File: config.mk
export PLATFORM = sky130hd
export DESIGN_NAME = serial_state_notifier
export DESIGN_NICKNAME = d
export VERILOG_FILES = /design/src/ssn_pkg.sv /design/src/ssn_frame_if.sv /design/src/serial_state_notifier.sv /design/src/ssn_byte_pick.sv
export VERILOG_INCLUDE_DIRS = /design/src /design/src/src
export SDC_FILE = /design/constraint.sdc
export NUM_CORES = 1
export LEC_CHECK = 0
export BUFFER_PORTS_ARGS = -buffer_cell sky130_fd_sc_hd__buf_2
export CAP_MARGIN = 20
export CORE_AREA = 4 4 91 93
export CTS_BUF_LIST = sky130_fd_sc_hd__clkbuf_2
export DETAILED_ROUTE_END_ITERATION = 12
export DIE_AREA = 0 0 95 97
export SETUP_SLACK_MARGIN = 0.4
export SLEW_MARGIN = 20
export SYNTH_ARGS = -nofsm -noshare
export SYNTH_HDL_FRONTEND = slang
export SYNTH_SLANG_ARGS = --single-unit
File: constraint.sdc
create_clock -name clk -period 2.09 [get_ports clk]
set_clock_uncertainty 0.15 [all_clocks]
set_input_delay 0.209 -clock clk [delete_from_list [all_inputs] [get_ports clk]]
set_output_delay 0.209 -clock clk [all_outputs]
set_load 0.02 [all_outputs]
File: src/ssn_defs.svh
// Constants for the serial line state notification framer
`ifndef SSN_DEFS_SVH
`define SSN_DEFS_SVH
// Packet layout, byte offsets
`define OFS_REQ_TYPE 4'h0
`define OFS_NOTIF 4'h1
`define OFS_VALUE_LO 4'h2
`define OFS_VALUE_HI 4'h3
`define OFS_INDEX_LO 4'h4
`define OFS_INDEX_HI 4'h5
`define OFS_LENGTH_LO 4'h6
`define OFS_LENGTH_HI 4'h7
`define OFS_DATA_LO 4'h8
`define OFS_DATA_HI 4'h9
`define IDX_LAST 4'h9
`define IDX_W 4
// Header field values
`define REQ_TYPE_VAL 8'hA1
`define NOTIF_VAL 8'h20
`define VALUE_VAL 16'h0000
`define INDEX_VAL 16'h0000
`define LENGTH_VAL 16'h0002
`define FILL_BYTE 8'h00
// Status word bit positions
`define WORD_W 16
`define D_DCD 0
`define D_DSR 1
`define D_BRK 2
`define D_RING 3
`define D_FRM 4
`define D_PAR 5
`define D_OVR 6
`define D_STD_TOP 7
`define D_AUX1 8
`define D_AUX2 9
`define D_RSV10 10
`define D_AUX0 11
`define D_AUX3 12
`define D_AUX4 13
`define D_AUX5 14
`define D_RSV15 15
// Per-pin enable bits of the notify configuration
`define EN_AUX1 0
`define EN_AUX2 1
`define EN_AUX0 3
`define EN_AUX3 4
`define EN_AUX4 5
`define EN_AUX5 6
`define CFG_W 8
// Synchronised pin vector layout
`define PIN_RING 0
`define PIN_DSR 1
`define PIN_DCD 2
`define PIN_AUX 3
`define PIN_W 9
`define AUX_W 6
`define AUX0 0
`define AUX1 1
`define AUX2 2
`define AUX3 3
`define AUX4 4
`define AUX5 5
// Sticky error vector layout
`define ERR_FRM 0
`define ERR_PAR 1
`define ERR_OVR 2
`define ERR_W 3
`define LVL_W 4
`define RESET_STATE '0
`endif

File: src/ssn_pkg.sv
// Types for the serial line state notification framer
`include "ssn_defs.svh"
package ssn_pkg;
    typedef enum logic [1:0] {
        IDLE = 2'h0,
        SEND = 2'h1,
        FLUSH = 2'h3
    } phase_t;

    typedef struct packed {
        phase_t phase;
        logic [`IDX_W-1:0] idx;
        logic [`WORD_W-1:0] snap;
        logic [`ERR_W-1:0] err;
        logic [`PIN_W-1:0] pin_s1;
        logic [`PIN_W-1:0] pin_s2;
        logic [`LVL_W-1:0] prev_lvl;
        logic [`AUX_W-1:0] prev_aux;
        logic pending;
        logic v1;
        logic l1;
        logic valid;
        logic last;
        logic [7:0] byte_out;
        logic nak;
    } state_t;
endpackage : ssn_pkg

File: src/ssn_frame_if.sv
// Link between the framer and its byte picker
`timescale 1ns/100ps
`include "ssn_defs.svh"
interface ssn_frame_if;
    logic [`IDX_W-1:0] idx;
    logic [`WORD_W-1:0] word;
    logic [7:0] data;
    modport picker (input idx, input word, output data);
    modport framer (output idx, output word, input data);
endinterface : ssn_frame_if

File: src/serial_state_notifier.sv
// Serial line state notification framer, device side
// What this block does
// - Ten bytes: header fields then two status bytes
// - Byte zero is request type A1
// - Byte one is notification code 20
// - Value zero, index zero for interface zero
// - Length field equals two
// - Standard layout drives bits fifteen to seven zero
// - Bit six flags receive overrun
// - Bit five flags parity error
// - Bit four flags framing error
// - Bit three follows ring indicator
// - Bit two follows break detector
// - Bit one follows data set ready
// - Bit zero follows carrier detect
// - Vendor mapping adds aux pins to high byte
// - Aux pins at bits 14,13,12,11,9,8; others zero
// - Each aux bit gated by its enable
// - Unmasked input aux change queues notification
`timescale 1ns/100ps
`include "ssn_defs.svh"
module serial_state_notifier (
    input wire logic clk,
    input wire logic rst_n,
    input wire logic clk_en,
    input wire logic overrun_evt,
    input wire logic parity_evt,
    input wire logic framing_evt,
    input wire logic brk_det,
    input wire logic ring_pin,
    input wire logic dsr_pin,
    input wire logic dcd_pin,
    input wire logic aux_pin_zero,
    input wire logic aux_pin_one,
    input wire logic aux_pin_two,
    input wire logic aux_pin_three,
    input wire logic aux_pin_four,
    input wire logic aux_pin_five,
    input wire logic [`AUX_W-1:0] aux_dir,
    input wire logic [`AUX_W-1:0] aux_int_mask,
    input wire logic [`CFG_W-1:0] notify_cfg,
    input wire logic vendor_map_en,
    input wire logic in_token,
    output logic [7:0] pkt_byte,
    output logic pkt_valid,
    output logic pkt_last,
    output logic in_nak,
    output logic notify_pending
);
    ssn_pkg::state_t st;
    ssn_pkg::state_t next_st;
    logic [`WORD_W-1:0] live;
    logic [`LVL_W-1:0] lvl;
    logic [`AUX_W-1:0] aux;
    logic [`ERR_W-1:0] evt;
    logic trigger;
    logic accept;

    ssn_frame_if frame ();

    ssn_byte_pick pick (
        .clk(clk),
        .rst_n(rst_n),
        .clk_en(clk_en),
        .port(frame.picker)
    );

    assign frame.idx = st.idx;
    assign frame.word = st.snap;

    always_comb begin
        next_st = st;
        evt = '0;
        evt[`ERR_OVR] = overrun_evt;
        evt[`ERR_PAR] = parity_evt;
        evt[`ERR_FRM] = framing_evt;
        aux = st.pin_s2[`PIN_W-1:`PIN_AUX];
        lvl = {st.pin_s2[`PIN_DCD], st.pin_s2[`PIN_DSR], brk_det, st.pin_s2[`PIN_RING]};

        // Live status word; unlisted bits stay zero
        live = '0;
        live[`D_OVR] = st.err[`ERR_OVR];
        live[`D_PAR] = st.err[`ERR_PAR];
        live[`D_FRM] = st.err[`ERR_FRM];
        live[`D_RING] = st.pin_s2[`PIN_RING];
        live[`D_BRK] = brk_det;
        live[`D_DSR] = st.pin_s2[`PIN_DSR];
        live[`D_DCD] = st.pin_s2[`PIN_DCD];
        if (vendor_map_en) begin
            live[`D_AUX5] = aux[`AUX5] & notify_cfg[`EN_AUX5];
            live[`D_AUX4] = aux[`AUX4] & notify_cfg[`EN_AUX4];
            live[`D_AUX3] = aux[`AUX3] & notify_cfg[`EN_AUX3];
            live[`D_AUX0] = aux[`AUX0] & notify_cfg[`EN_AUX0];
            live[`D_AUX2] = aux[`AUX2] & notify_cfg[`EN_AUX2];
            live[`D_AUX1] = aux[`AUX1] & notify_cfg[`EN_AUX1];
        end

        // Any line level change, error event or unmasked input aux change queues a packet
        trigger = (|(lvl ^ st.prev_lvl)) | (|evt)
            | (|((aux ^ st.prev_aux) & ~aux_dir & ~aux_int_mask));
        accept = in_token & (st.phase == ssn_pkg::IDLE) & st.pending;

        // Two-stage synchronisers for pin inputs
        next_st.pin_s1 = {aux_pin_five, aux_pin_four, aux_pin_three, aux_pin_two, aux_pin_one,
            aux_pin_zero, dcd_pin, dsr_pin, ring_pin};
        next_st.pin_s2 = st.pin_s1;
        next_st.prev_lvl = lvl;
        next_st.prev_aux = aux;

        // Set wins over the clear taken with the packet
        next_st.err = evt | (st.err & ~{`ERR_W{accept}});
        next_st.pending = trigger | (st.pending & ~accept);
        next_st.nak = in_token & ~accept;

        next_st.v1 = (st.phase == ssn_pkg::SEND);
        next_st.l1 = (st.phase == ssn_pkg::SEND) && (st.idx == `IDX_LAST);
        next_st.valid = st.v1;
        next_st.last = st.l1;
        next_st.byte_out = frame.data;

        unique case (st.phase)
            ssn_pkg::IDLE: begin
                if (accept) begin
                    next_st.snap = live;
                    next_st.idx = '0;
                    next_st.phase = ssn_pkg::SEND;
                end
            end
            ssn_pkg::SEND: begin
                next_st.idx = `IDX_W'(st.idx + 1'b1);
                if (st.idx == `IDX_LAST) begin
                    next_st.phase = ssn_pkg::FLUSH;
                end
            end
            ssn_pkg::FLUSH: begin
                if (!st.v1) begin
                    next_st.phase = ssn_pkg::IDLE;
                end
            end
            default: begin
                next_st.phase = ssn_pkg::IDLE;
            end
        endcase
    end

    always_ff @(posedge clk) begin
        if (!rst_n) begin
            st <= `RESET_STATE;
        end else if (clk_en) begin
            st <= next_st;
        end
    end

    assign pkt_byte = st.byte_out;
    assign pkt_valid = st.valid;
    assign pkt_last = st.last;
    assign in_nak = st.nak;
    assign notify_pending = st.pending;
endmodule : serial_state_notifier

File: src/ssn_byte_pick.sv
// Registered byte picker for the ten-byte notification
`timescale 1ns/100ps
`include "ssn_defs.svh"
module ssn_byte_pick (
    input wire logic clk,
    input wire logic rst_n,
    input wire logic clk_en,
    ssn_frame_if.picker port
);
    // Header fields go out low byte first
    function automatic logic [7:0] pick(input logic [`IDX_W-1:0] i, input logic [`WORD_W-1:0] w);
        logic [7:0] b;
        b = `FILL_BYTE;
        unique case (i)
            `OFS_REQ_TYPE: b = `REQ_TYPE_VAL;
            `OFS_NOTIF: b = `NOTIF_VAL;
            `OFS_VALUE_LO: b = 8'(`VALUE_VAL >> 0);
            `OFS_VALUE_HI: b = 8'(`VALUE_VAL >> 8);
            `OFS_INDEX_LO: b = 8'(`INDEX_VAL >> 0);
            `OFS_INDEX_HI: b = 8'(`INDEX_VAL >> 8);
            `OFS_LENGTH_LO: b = 8'(`LENGTH_VAL >> 0);
            `OFS_LENGTH_HI: b = 8'(`LENGTH_VAL >> 8);
            `OFS_DATA_LO: b = w[7:0];
            `OFS_DATA_HI: b = w[15:8];
            default: b = `FILL_BYTE;
        endcase
        return b;
    endfunction : pick

    always_ff @(posedge clk) begin
        if (!rst_n) begin
            port.data <= `FILL_BYTE;
        end else if (clk_en) begin
            port.data <= pick(port.idx, port.word);
        end
    end
endmodule : ssn_byte_pick

# Word-level counts from Yosys, hierarchy flattened
# Index checks and enable logic that the tools add are counted.
# op_classes
addsub	1
reduce_logical	10
n_eq_ne	9
bitwise	23
n_mux	8
# ops
cell	n
$pmux 8 s5	1
$mux 22	1
$and 6x6->6	2
$not 6->6	2
$and 1x1->1	10
$eq 4x4->1 const B	2
$pmux 4 s2	1
$mux 2	3
$pmux 2 s3	1
$reduce_and 3->1	2
$reduce_or 6->1	1
$xor 6x6->6	1
$add 4x1->4 const B	1
$eq 4x1->1 const B	1
$eq 4x3->1 const B	1
$logic_not 4->1	1
$mux 4	1
$ne 2x2->1 const B	2
$reduce_and 4->1	1
$reduce_or 4->1	1
$xor 4x4->4	1
$and 3x3->3	1
$not 3->3	1
$or 1x1->1	3
other kinds (9)	9
# word_totals
reg_bits	72
elab_cells	67
in_bits	38

# Depth between registers and ports, before layout
# Gate-level depths: netlist of the first run.
# depth
ltp_word	6
ltp_mapped	7

# Modules after synthesis
# Synthesis of the first run repeated with hierarchy kept, for this count alone.
# unflattened
cells_unflattened	320
area_unflattened_um2	3141.8
# by_module_without_submodules
mod	instances	seq_area_each_um2	cells_per_inst	area_per_inst_um2
serial_state_notifier	1	1281.2	272	2707.6
ssn_byte_pick	1	160.2	48	434.2

# Worst setup path after synthesis of the first run
# Ideal clock, no wire load.
# synth_path
path_kind	flip-flop to flip-flop
start	register st (netlist bit frame.idx[1])
end	register pick.port.data[1]
setup_slack_ns	0.396
t_arrival_ns	1.419
period_less_slack_ns	1.694
required_time_ns	1.815
path_buffers	1
setup_ns	0.125
path_stages_with_launch	8
path_cell_list	dfxtp_1 -> inv_1 -> ha_1 -> and3b_1 -> clkbuf_1 -> a21bo_2 -> a222oi_1 -> nor2b_1
# synth_between
elab_chain_cells	2
word_cells_on_any_way	6
# synth_lines
item	line	source
from (decl)	serial_state_notifier.sv:50	ssn_pkg::state_t st;
from (signal assigned)	serial_state_notifier.sv:148	st <= `RESET_STATE;
from (signal assigned)	serial_state_notifier.sv:150	st <= next_st;
$eq 4x4->1, or another cell as far along	ssn_byte_pick.sv:14	unique case (i)
$pmux 8 s5 *	ssn_byte_pick.sv:14	
to (signal assigned)	ssn_byte_pick.sv:32	port.data <= `FILL_BYTE;
to (signal assigned)	ssn_byte_pick.sv:34	port.data <= pick(port.idx, port.word);
to (decl)	ssn_frame_if.sv:8	modport picker (input idx, input word, output data);
# Mark *: on every way between the ends. The rest lies on a longest branch, timed or not.
# A chain may end at the register's enable or synchronous reset.

# Worst setup path in the final report of the first run
# layout_path
start	register st (netlist bit frame.idx[0])
end	register pick.port.data[0]
# The elaborated chain is that of the path after synthesis.

==> impl_results.md, run 1 <==
- Status: finished, final reports clean
- Num ports: 50
- DR pass1 iterations: 4
- Via-to-Cell Ratio: 4.844
- Die W: 95 µm
- Number of flops mapped to enable cells by yosys: 0
- Detail Placement HPWL: 4.327 mm
- Core ar.: 7527 µm²
- Setup TNS: 0 ns
- PwrDens: 652.3 nW/µm²
- Final min period: 1.625 ns
- Synthesized flop and latch total: 72
- Synth top area share: 45.86%
- CTS tree: done
- Top FF cell, synth: dfxtp_1
- Critical Path RT: 2.33 ns
- ANT nets after route: 0
- Skew-Pair Late Insertion Delay: 0.49 ns
- N_diodes: 0
- Syn Inst Count: 317
- Critical Path Source Type: register
- Hold Fails Final Rpt: 0
- Worst Path Arrival: 1.87 ns
- Largest net degree at the start of global routing: 42
- Design area: 3780 µm²
- Vias in the first global route: 2276
- Unrepaired setup endpoints after global routing: true
- Die height: 97 µm
- Worst VDD drop: 0.0003066 V
- IO buf count: 47
- Site Rows: 32
- Worst reg2reg endpoint: pick.port.data[0]
- Fin crit share: 77.75%
- Endpoints failing setup: 0
- Vias: 2359
- Initial antenna violation count: 0
- Pleak: 1.549 nW
- Tot Pwr: 2.466 mW
- Clk buf depth: 2
- H-tree levels: 3
- Asr flop ratio synth: 0%
- Fmax: 0.6154 GHz
- Worst hold stages: 4
- Dominant cell type by area after synthesis: dfxtp_1
- Placer Congestion: 0.8106
- Synth Warn #: 0
- Worst setup path class: reg -> reg
- R2R depth: 5
- Placed cell areas: 3381 µm²
- GRT Overall Usage: 15.50%
- TritonCTS buffer count: 9
- Syn_nets: 359
- Max-Cap Viols: 0
- DRC viols: 0
- Layout cells sized above 1: 21.04%
- Worst Tran Pin Value: 0.4847 ns
- Syn_area_per_cell: 9.915 µm²
- Top post-synthesis cells by area: dfxtp_1 (46%), mux2i_1 (13%), nor2b_1 (9.8%)
- Clk sinks: 72
- Clk root buf: clkbuf_2
- Reg2reg start: frame.idx[0]
- Hold crit path type: in -> reg
- Commonest non-fill, non-tap cell in the layout: dfxtp_1
- Worst Path Max Fanout: 6
- Routed wire length: 6.601 mm
- Max Slew Vio Count: 0
- WHS: 0.03423 ns
- Final nets: 422
- Most frequent cells in the layout: dfxtp_1 (69), nor2b_1 (49), buf_2 (47)
- Rel. slew slack: 67.68%
- Kind of end point of the critical path: register
- R2R Setup Slk: 0.46 ns
- Post-synthesis sequential area ratio: 45.86%
- First-pass GRT wire length: 11.30 mm
- Area of the die: 9215 µm²
- Initial detailed-routing violation count: 133
- Hold_sp: aux_int_mask[3]
- Synthesized area: 3143 µm²
- Clk slew on worst S/H paths: 0.19 ns
- WL/cell: 13.55 µm
- Synth cell types: 43
- Starting Density: 41.76%
- Total grt overflow: 0
- P&R area growth vs syn: 20.26%
- Worst Hold Path EP: notify_pending
layer usage:
metal | part of all wire, % | GRT usage [%] | up-vias | wire (µm)
met5 | 0 | 0 | - | 0
met4 | 2.6 | 7.103 | 0 | 171
met3 | 3.5 | 2.955 | 17 | 231
met2 | 46 | 22.78 | 48 | 3025
met1 | 48 | 21.74 | 1085 | 3172
li1 | - | - | 1209 | -
cell usage after synthesis (all sizes together), types with 2 or more instances:
| library cell | n |
|---|---|
| dfxtp | 72 |
| nor2b | 49 |
| mux2i | 40 |
| nand2 | 31 |
| a21boi | 18 |
| buf | 17 |
| clkbuf | 12 |
| nor3 | 9 |
| xnor2 | 8 |
| nand4 | 6 |
| a21oi | 5 |
| a22oi | 5 |
| ha | 4 |
| a32oi | 3 |
| nand3 | 3 |
| o21ai | 3 |
| xor2 | 3 |
| a222oi | 2 |
| a31oi | 2 |
| and2 | 2 |
| and3 | 2 |
| and3b | 2 |
| inv | 2 |
| nand3b | 2 |
| nor2 | 2 |
| nor3b | 2 |
| o21bai | 2 |
timing repair:
item / 4_1_cts / 5_1_grt
gates cloned: 0 / 0
pin swaps: 0 / 1
setup endpoints to repair: 2 / 19
hold buffers: 25 / 0
buffers inserted: 1 / 3
gates resized for setup: 1 / 4
endpoints found under the hold margin: 22 / 0
cells by family after synthesis:
| kind of cell | count (synthesis) | synth area share, % |
|---|---|---|
| AO/OA/AOI/OAI | 46 | 10.79 |
| XOR/XNOR | 11 | 3.066 |
| adder cells (fa/ha/maj) | 4 | 1.592 |
| buffers and inverters | 32 | 5.971 |
| flip-flops | 72 | 45.86 |
| multiplexers | 40 | 12.74 |
| AND/OR/NAND/NOR | 112 | 19.98 |
worst max-delay path by stage:
stage	from	to	slack (ns)	cells after the start
after floorplan	frame.idx[1]	pick.port.data[1]	0.44	7
after global placement	frame.idx[1]	pick.port.data[1]	0.42	6
after detailed placement	frame.idx[1]	pick.port.data[1]	0.40	6
after CTS	frame.idx[0]	pick.port.data[0]	0.40	5
after global routing	st[66]	live[5]	0.35	4
final	frame.idx[0]	pick.port.data[0]	0.46	5
sequential cells by signal, indices dropped and copies added, names as in the netlist:
signal          flops
pkt_last            1
frame.word         13
pkt_valid           1
frame.idx           4
next_st            11
pkt_byte            8
in_nak              1
st                 12
notify_pending      1
pick.port.data      8
live                6
aux                 6
layout make-up:
cell class | instances | area, µm²
Clock buffer | 9 | 45.04
Clock inverter | 7 | 62.56
Fill cell | 742 | 3747
Inverter | 3 | 11.26
Multi-Input combinational cell | 213 | 1523
Sequential cell | 72 | 1445
Tap cell | 102 | 127.6
Timing Repair Buffer | 81 | 565.5
metrics by stage:
step / setup slack (ns) / util, % / std cells
floorplan: 0.4378 / - / 317
global placement: 0.4174 / 44.91 / 442
detailed placement: 0.4002 / 44.91 / 442
CTS: 0.4023 / 49.78 / 484
global route: 0.3486 / 50.22 / 487
finish: 0.4649 / 50.22 / 487
where the power goes:
part	total (mW)	leakage, nW	internal [mW]	switching [mW]
logic	0.266	0.889	0.145	0.120
clock network	0.758	0.0728	0.267	0.491
registers	1.44	0.587	1.41	0.0283
total	2.47	1.55	1.83	0.639
worst max-delay path: stages, from the launching register on:
cell      delay, ns
dfxtp_2        0.40
inv_1          0.08
ha_1           0.25
and4b_2        0.28
a222oi_1       0.31
nor2b_1        0.08
(Power assumes the default switching activity.)
==> inputs of run 2 (changes only) <==
==> constraint.sdc (replaced) <==
create_clock -name clk -period 1.6 [get_ports clk]
set_clock_uncertainty 0.15 [all_clocks]
set_input_delay 0.16 -clock clk [delete_from_list [all_inputs] [get_ports clk]]
set_output_delay 0.16 -clock clk [all_outputs]
set_load 0.02 [all_outputs]
==> run 2 against run 1 <==
Sequential share of layout area shrank 5.3 points. Fmax grew 4.2%. Register-to-register slack lost 0.42 ns. Cell count grew 7.2%. Combinational power grew 81%. Cell area grew 19%. Critical endpoint is now pick.port.data[1]. Highest routed layer unchanged.
==> impl_results.md, run 2 (synthesized netlist as in run 1, its figures left out) <==
- DRC viols: 0 (unchanged)
- Starting Density: 41.76% (unchanged)
- P&R area growth vs syn: 42.60%
- GRT Overall Usage: 16.85% (+1.3 points)
- Fill cells: 679 (-8.5%)
- Site Rows: 32 (unchanged)
- Worst VDD drop: 0.0004505 V (+47%)
- Fin crit share: 97.46% (+20 points)
- Fmax: 0.6413 GHz (+4.2%)
- Final nets: 457 (+8.3%)
- WL/cell: 14.22 µm (+4.9%)
- CTS tree: done
- IO buf count: 47 (unchanged)
- Hold_sp: overrun_evt
- Clk slew on worst S/H paths: 0.19 ns (about the same)
- Final min period: 1.559 ns (-0.06579 ns)
- Clk sinks: 72 (unchanged)
- Routed wire length: 7.423 mm (+12%)
- First-pass GRT wire length: 12.23 mm (+8.2%)
- Clk buf depth: 2 (unchanged)
- Reg2reg start: frame.idx[0]
- Hold Fails Final Rpt: 0 (unchanged)
- R2R Setup Slk: 0.04 ns (-0.42 ns)
- Worst setup path class: reg -> reg
- Status: finished, final reports clean
- Core ar.: 7527 µm² (unchanged)
- Worst Tran Pin Value: 0.3911 ns (-0.09367 ns)
- Rel. slew slack: 73.93% (+6.2 points)
- Setup TNS: 0 ns (unchanged)
- Crit. Startpoint: frame.idx[0]
- Total grt overflow: 0 (unchanged)
- N_diodes: 0 (unchanged)
- Max Slew Vio Count: 0 (unchanged)
- Num ports: 50 (unchanged)
- Clk root buf: clkbuf_2
- Max-Cap Viols: 0 (unchanged)
- Initial detailed-routing violation count: 78 (-41%)
- Worst Path Arrival: 1.80 ns (-0.07 ns)
- Die W: 95 µm (unchanged)
- Critical Path Source Type: register
- Unrepaired setup endpoints after global routing: true
- Vias in the first global route: 2485 (+9.2%)
- TritonCTS buffer count: 9 (unchanged)
- ANT nets after route: 0 (unchanged)
- Hold crit path type: in -> reg
- Detail Placement HPWL: 4.601 mm (+6.3%)
- Kind of end point of the critical path: register
- Placer Congestion: 0.7407 (-8.6%)
- Largest net degree at the start of global routing: 50 (+19%)
- Worst Path Max Fanout: 6 (unchanged)
- Die height: 97 µm (unchanged)
- Largest register FFs: 13 (unchanged)
- Endpoints failing setup: 0 (unchanged)
- Vias: 2573 (+9.1%)
- Tot Pwr: 3.369 mW (+37%)
- H-tree levels: 3 (unchanged)
- PwrDens: 751.8 nW/µm² (+15%)
- Commonest non-fill, non-tap cell in the layout: dfxtp_1
- DR pass1 iterations: 4 (unchanged)
- Final core utilization: 59.54% (+9.3 points)
- Skew-Pair Late Insertion Delay: 0.49 ns (about the same)
- Area of the die: 9215 µm² (unchanged)
- Critical Path RT: 1.84 ns (-0.49 ns)
- Layout cells sized above 1: 40.00% (+19 points)
- Most frequent cells in the layout: dfxtp_1 (51), nor2b_1 (49), mux2i_1 (40)
- Initial antenna violation count: 0 (unchanged)
- Pleak: 1.854 nW (+20%)
- Via-to-Cell Ratio: 4.929 (+1.8%)
-- run 2: changes by cell type in the layout (fill, tap and decap cells not counted), sizes merged --
cell / change
nand3: +3
buf: +25
clkbuf: +3
dlymetal6s4s: +1
dlygate4sd3: +6
clkinv: -3
-- run 2: worst paths after layout --
kind | to | cells past startpoint
worst max-delay path | pick.port.data[1] | 5
worst min-delay path | notify_pending | 6
worst max register to register | pick.port.data[1] | 5
worst min register to register | frame.word[11] | 2
-- run 2: critical path: stages, from the launching register on --
cell and delay (ns):
dfxtp_4 0.41, inv_2 0.05, ha_2 0.21, and4b_2 0.27, a222oi_1 0.28, nor2b_1 0.09
-- run 2: cell type report --
cell class / instances / area [µm²] / share of cell area, %
Clock inverter: 4 / 45.04 / 1.005
Clock buffer: 12 / 60.06 / 1.340
Timing Repair Buffer: 113 / 983.4 / 21.94
Sequential cell: 72 / 1478 / 32.97
Tap cell: 102 / 127.6 / 2.848
Inverter: 3 / 11.26 / 0.2513
Multi-Input combinational cell: 216 / 1777 / 39.64
-- run 2: stage by stage --
step	instances	hold slack [ns]	setup slack, ns	area [µm²]
after global routing	522	0.002743	-0.0001981	4482
after detailed placement	450	0.2738	0.04240	3500
after CTS	517	0.003029	0.07881	4325
final	522	0.03736	0.04072	4482
after floorplan	317	0.1448	0.05419	3204
after global placement	450	0.2677	0.07759	3500
-- run 2: repair_timing --
action                                  in CTS  in global routing
cloned                                       4                  0
buffers inserted                            16                  4
hold endpoints to repair                    72                  1
resized for setup                           74                 31
hold buffers                                31                  1
endpoints found under the setup margin      44                 46
pin swaps                                   21                 15
-- run 2: power by group --
part | internal (mW) | switching [mW]
Combinational | 0.275 | 0.207
Clock | 0.374 | 0.630
Sequential | 1.84 | 0.0385
Total | 2.49 | 0.876
-- run 2: layer usage --
layer / wire length [µm] / vias up / GRT usage (%) / share of wire [%]
met5: 0 / - / 0 / 0
met1: 3340 / 1216 / 21.91 / 45
met4: 112 / 0 / 7.214 / 1.5
met2: 3674 / 57 / 27.01 / 49
met3: 295 / 13 / 3.110 / 4.0
li1: - / 1287 / - / -
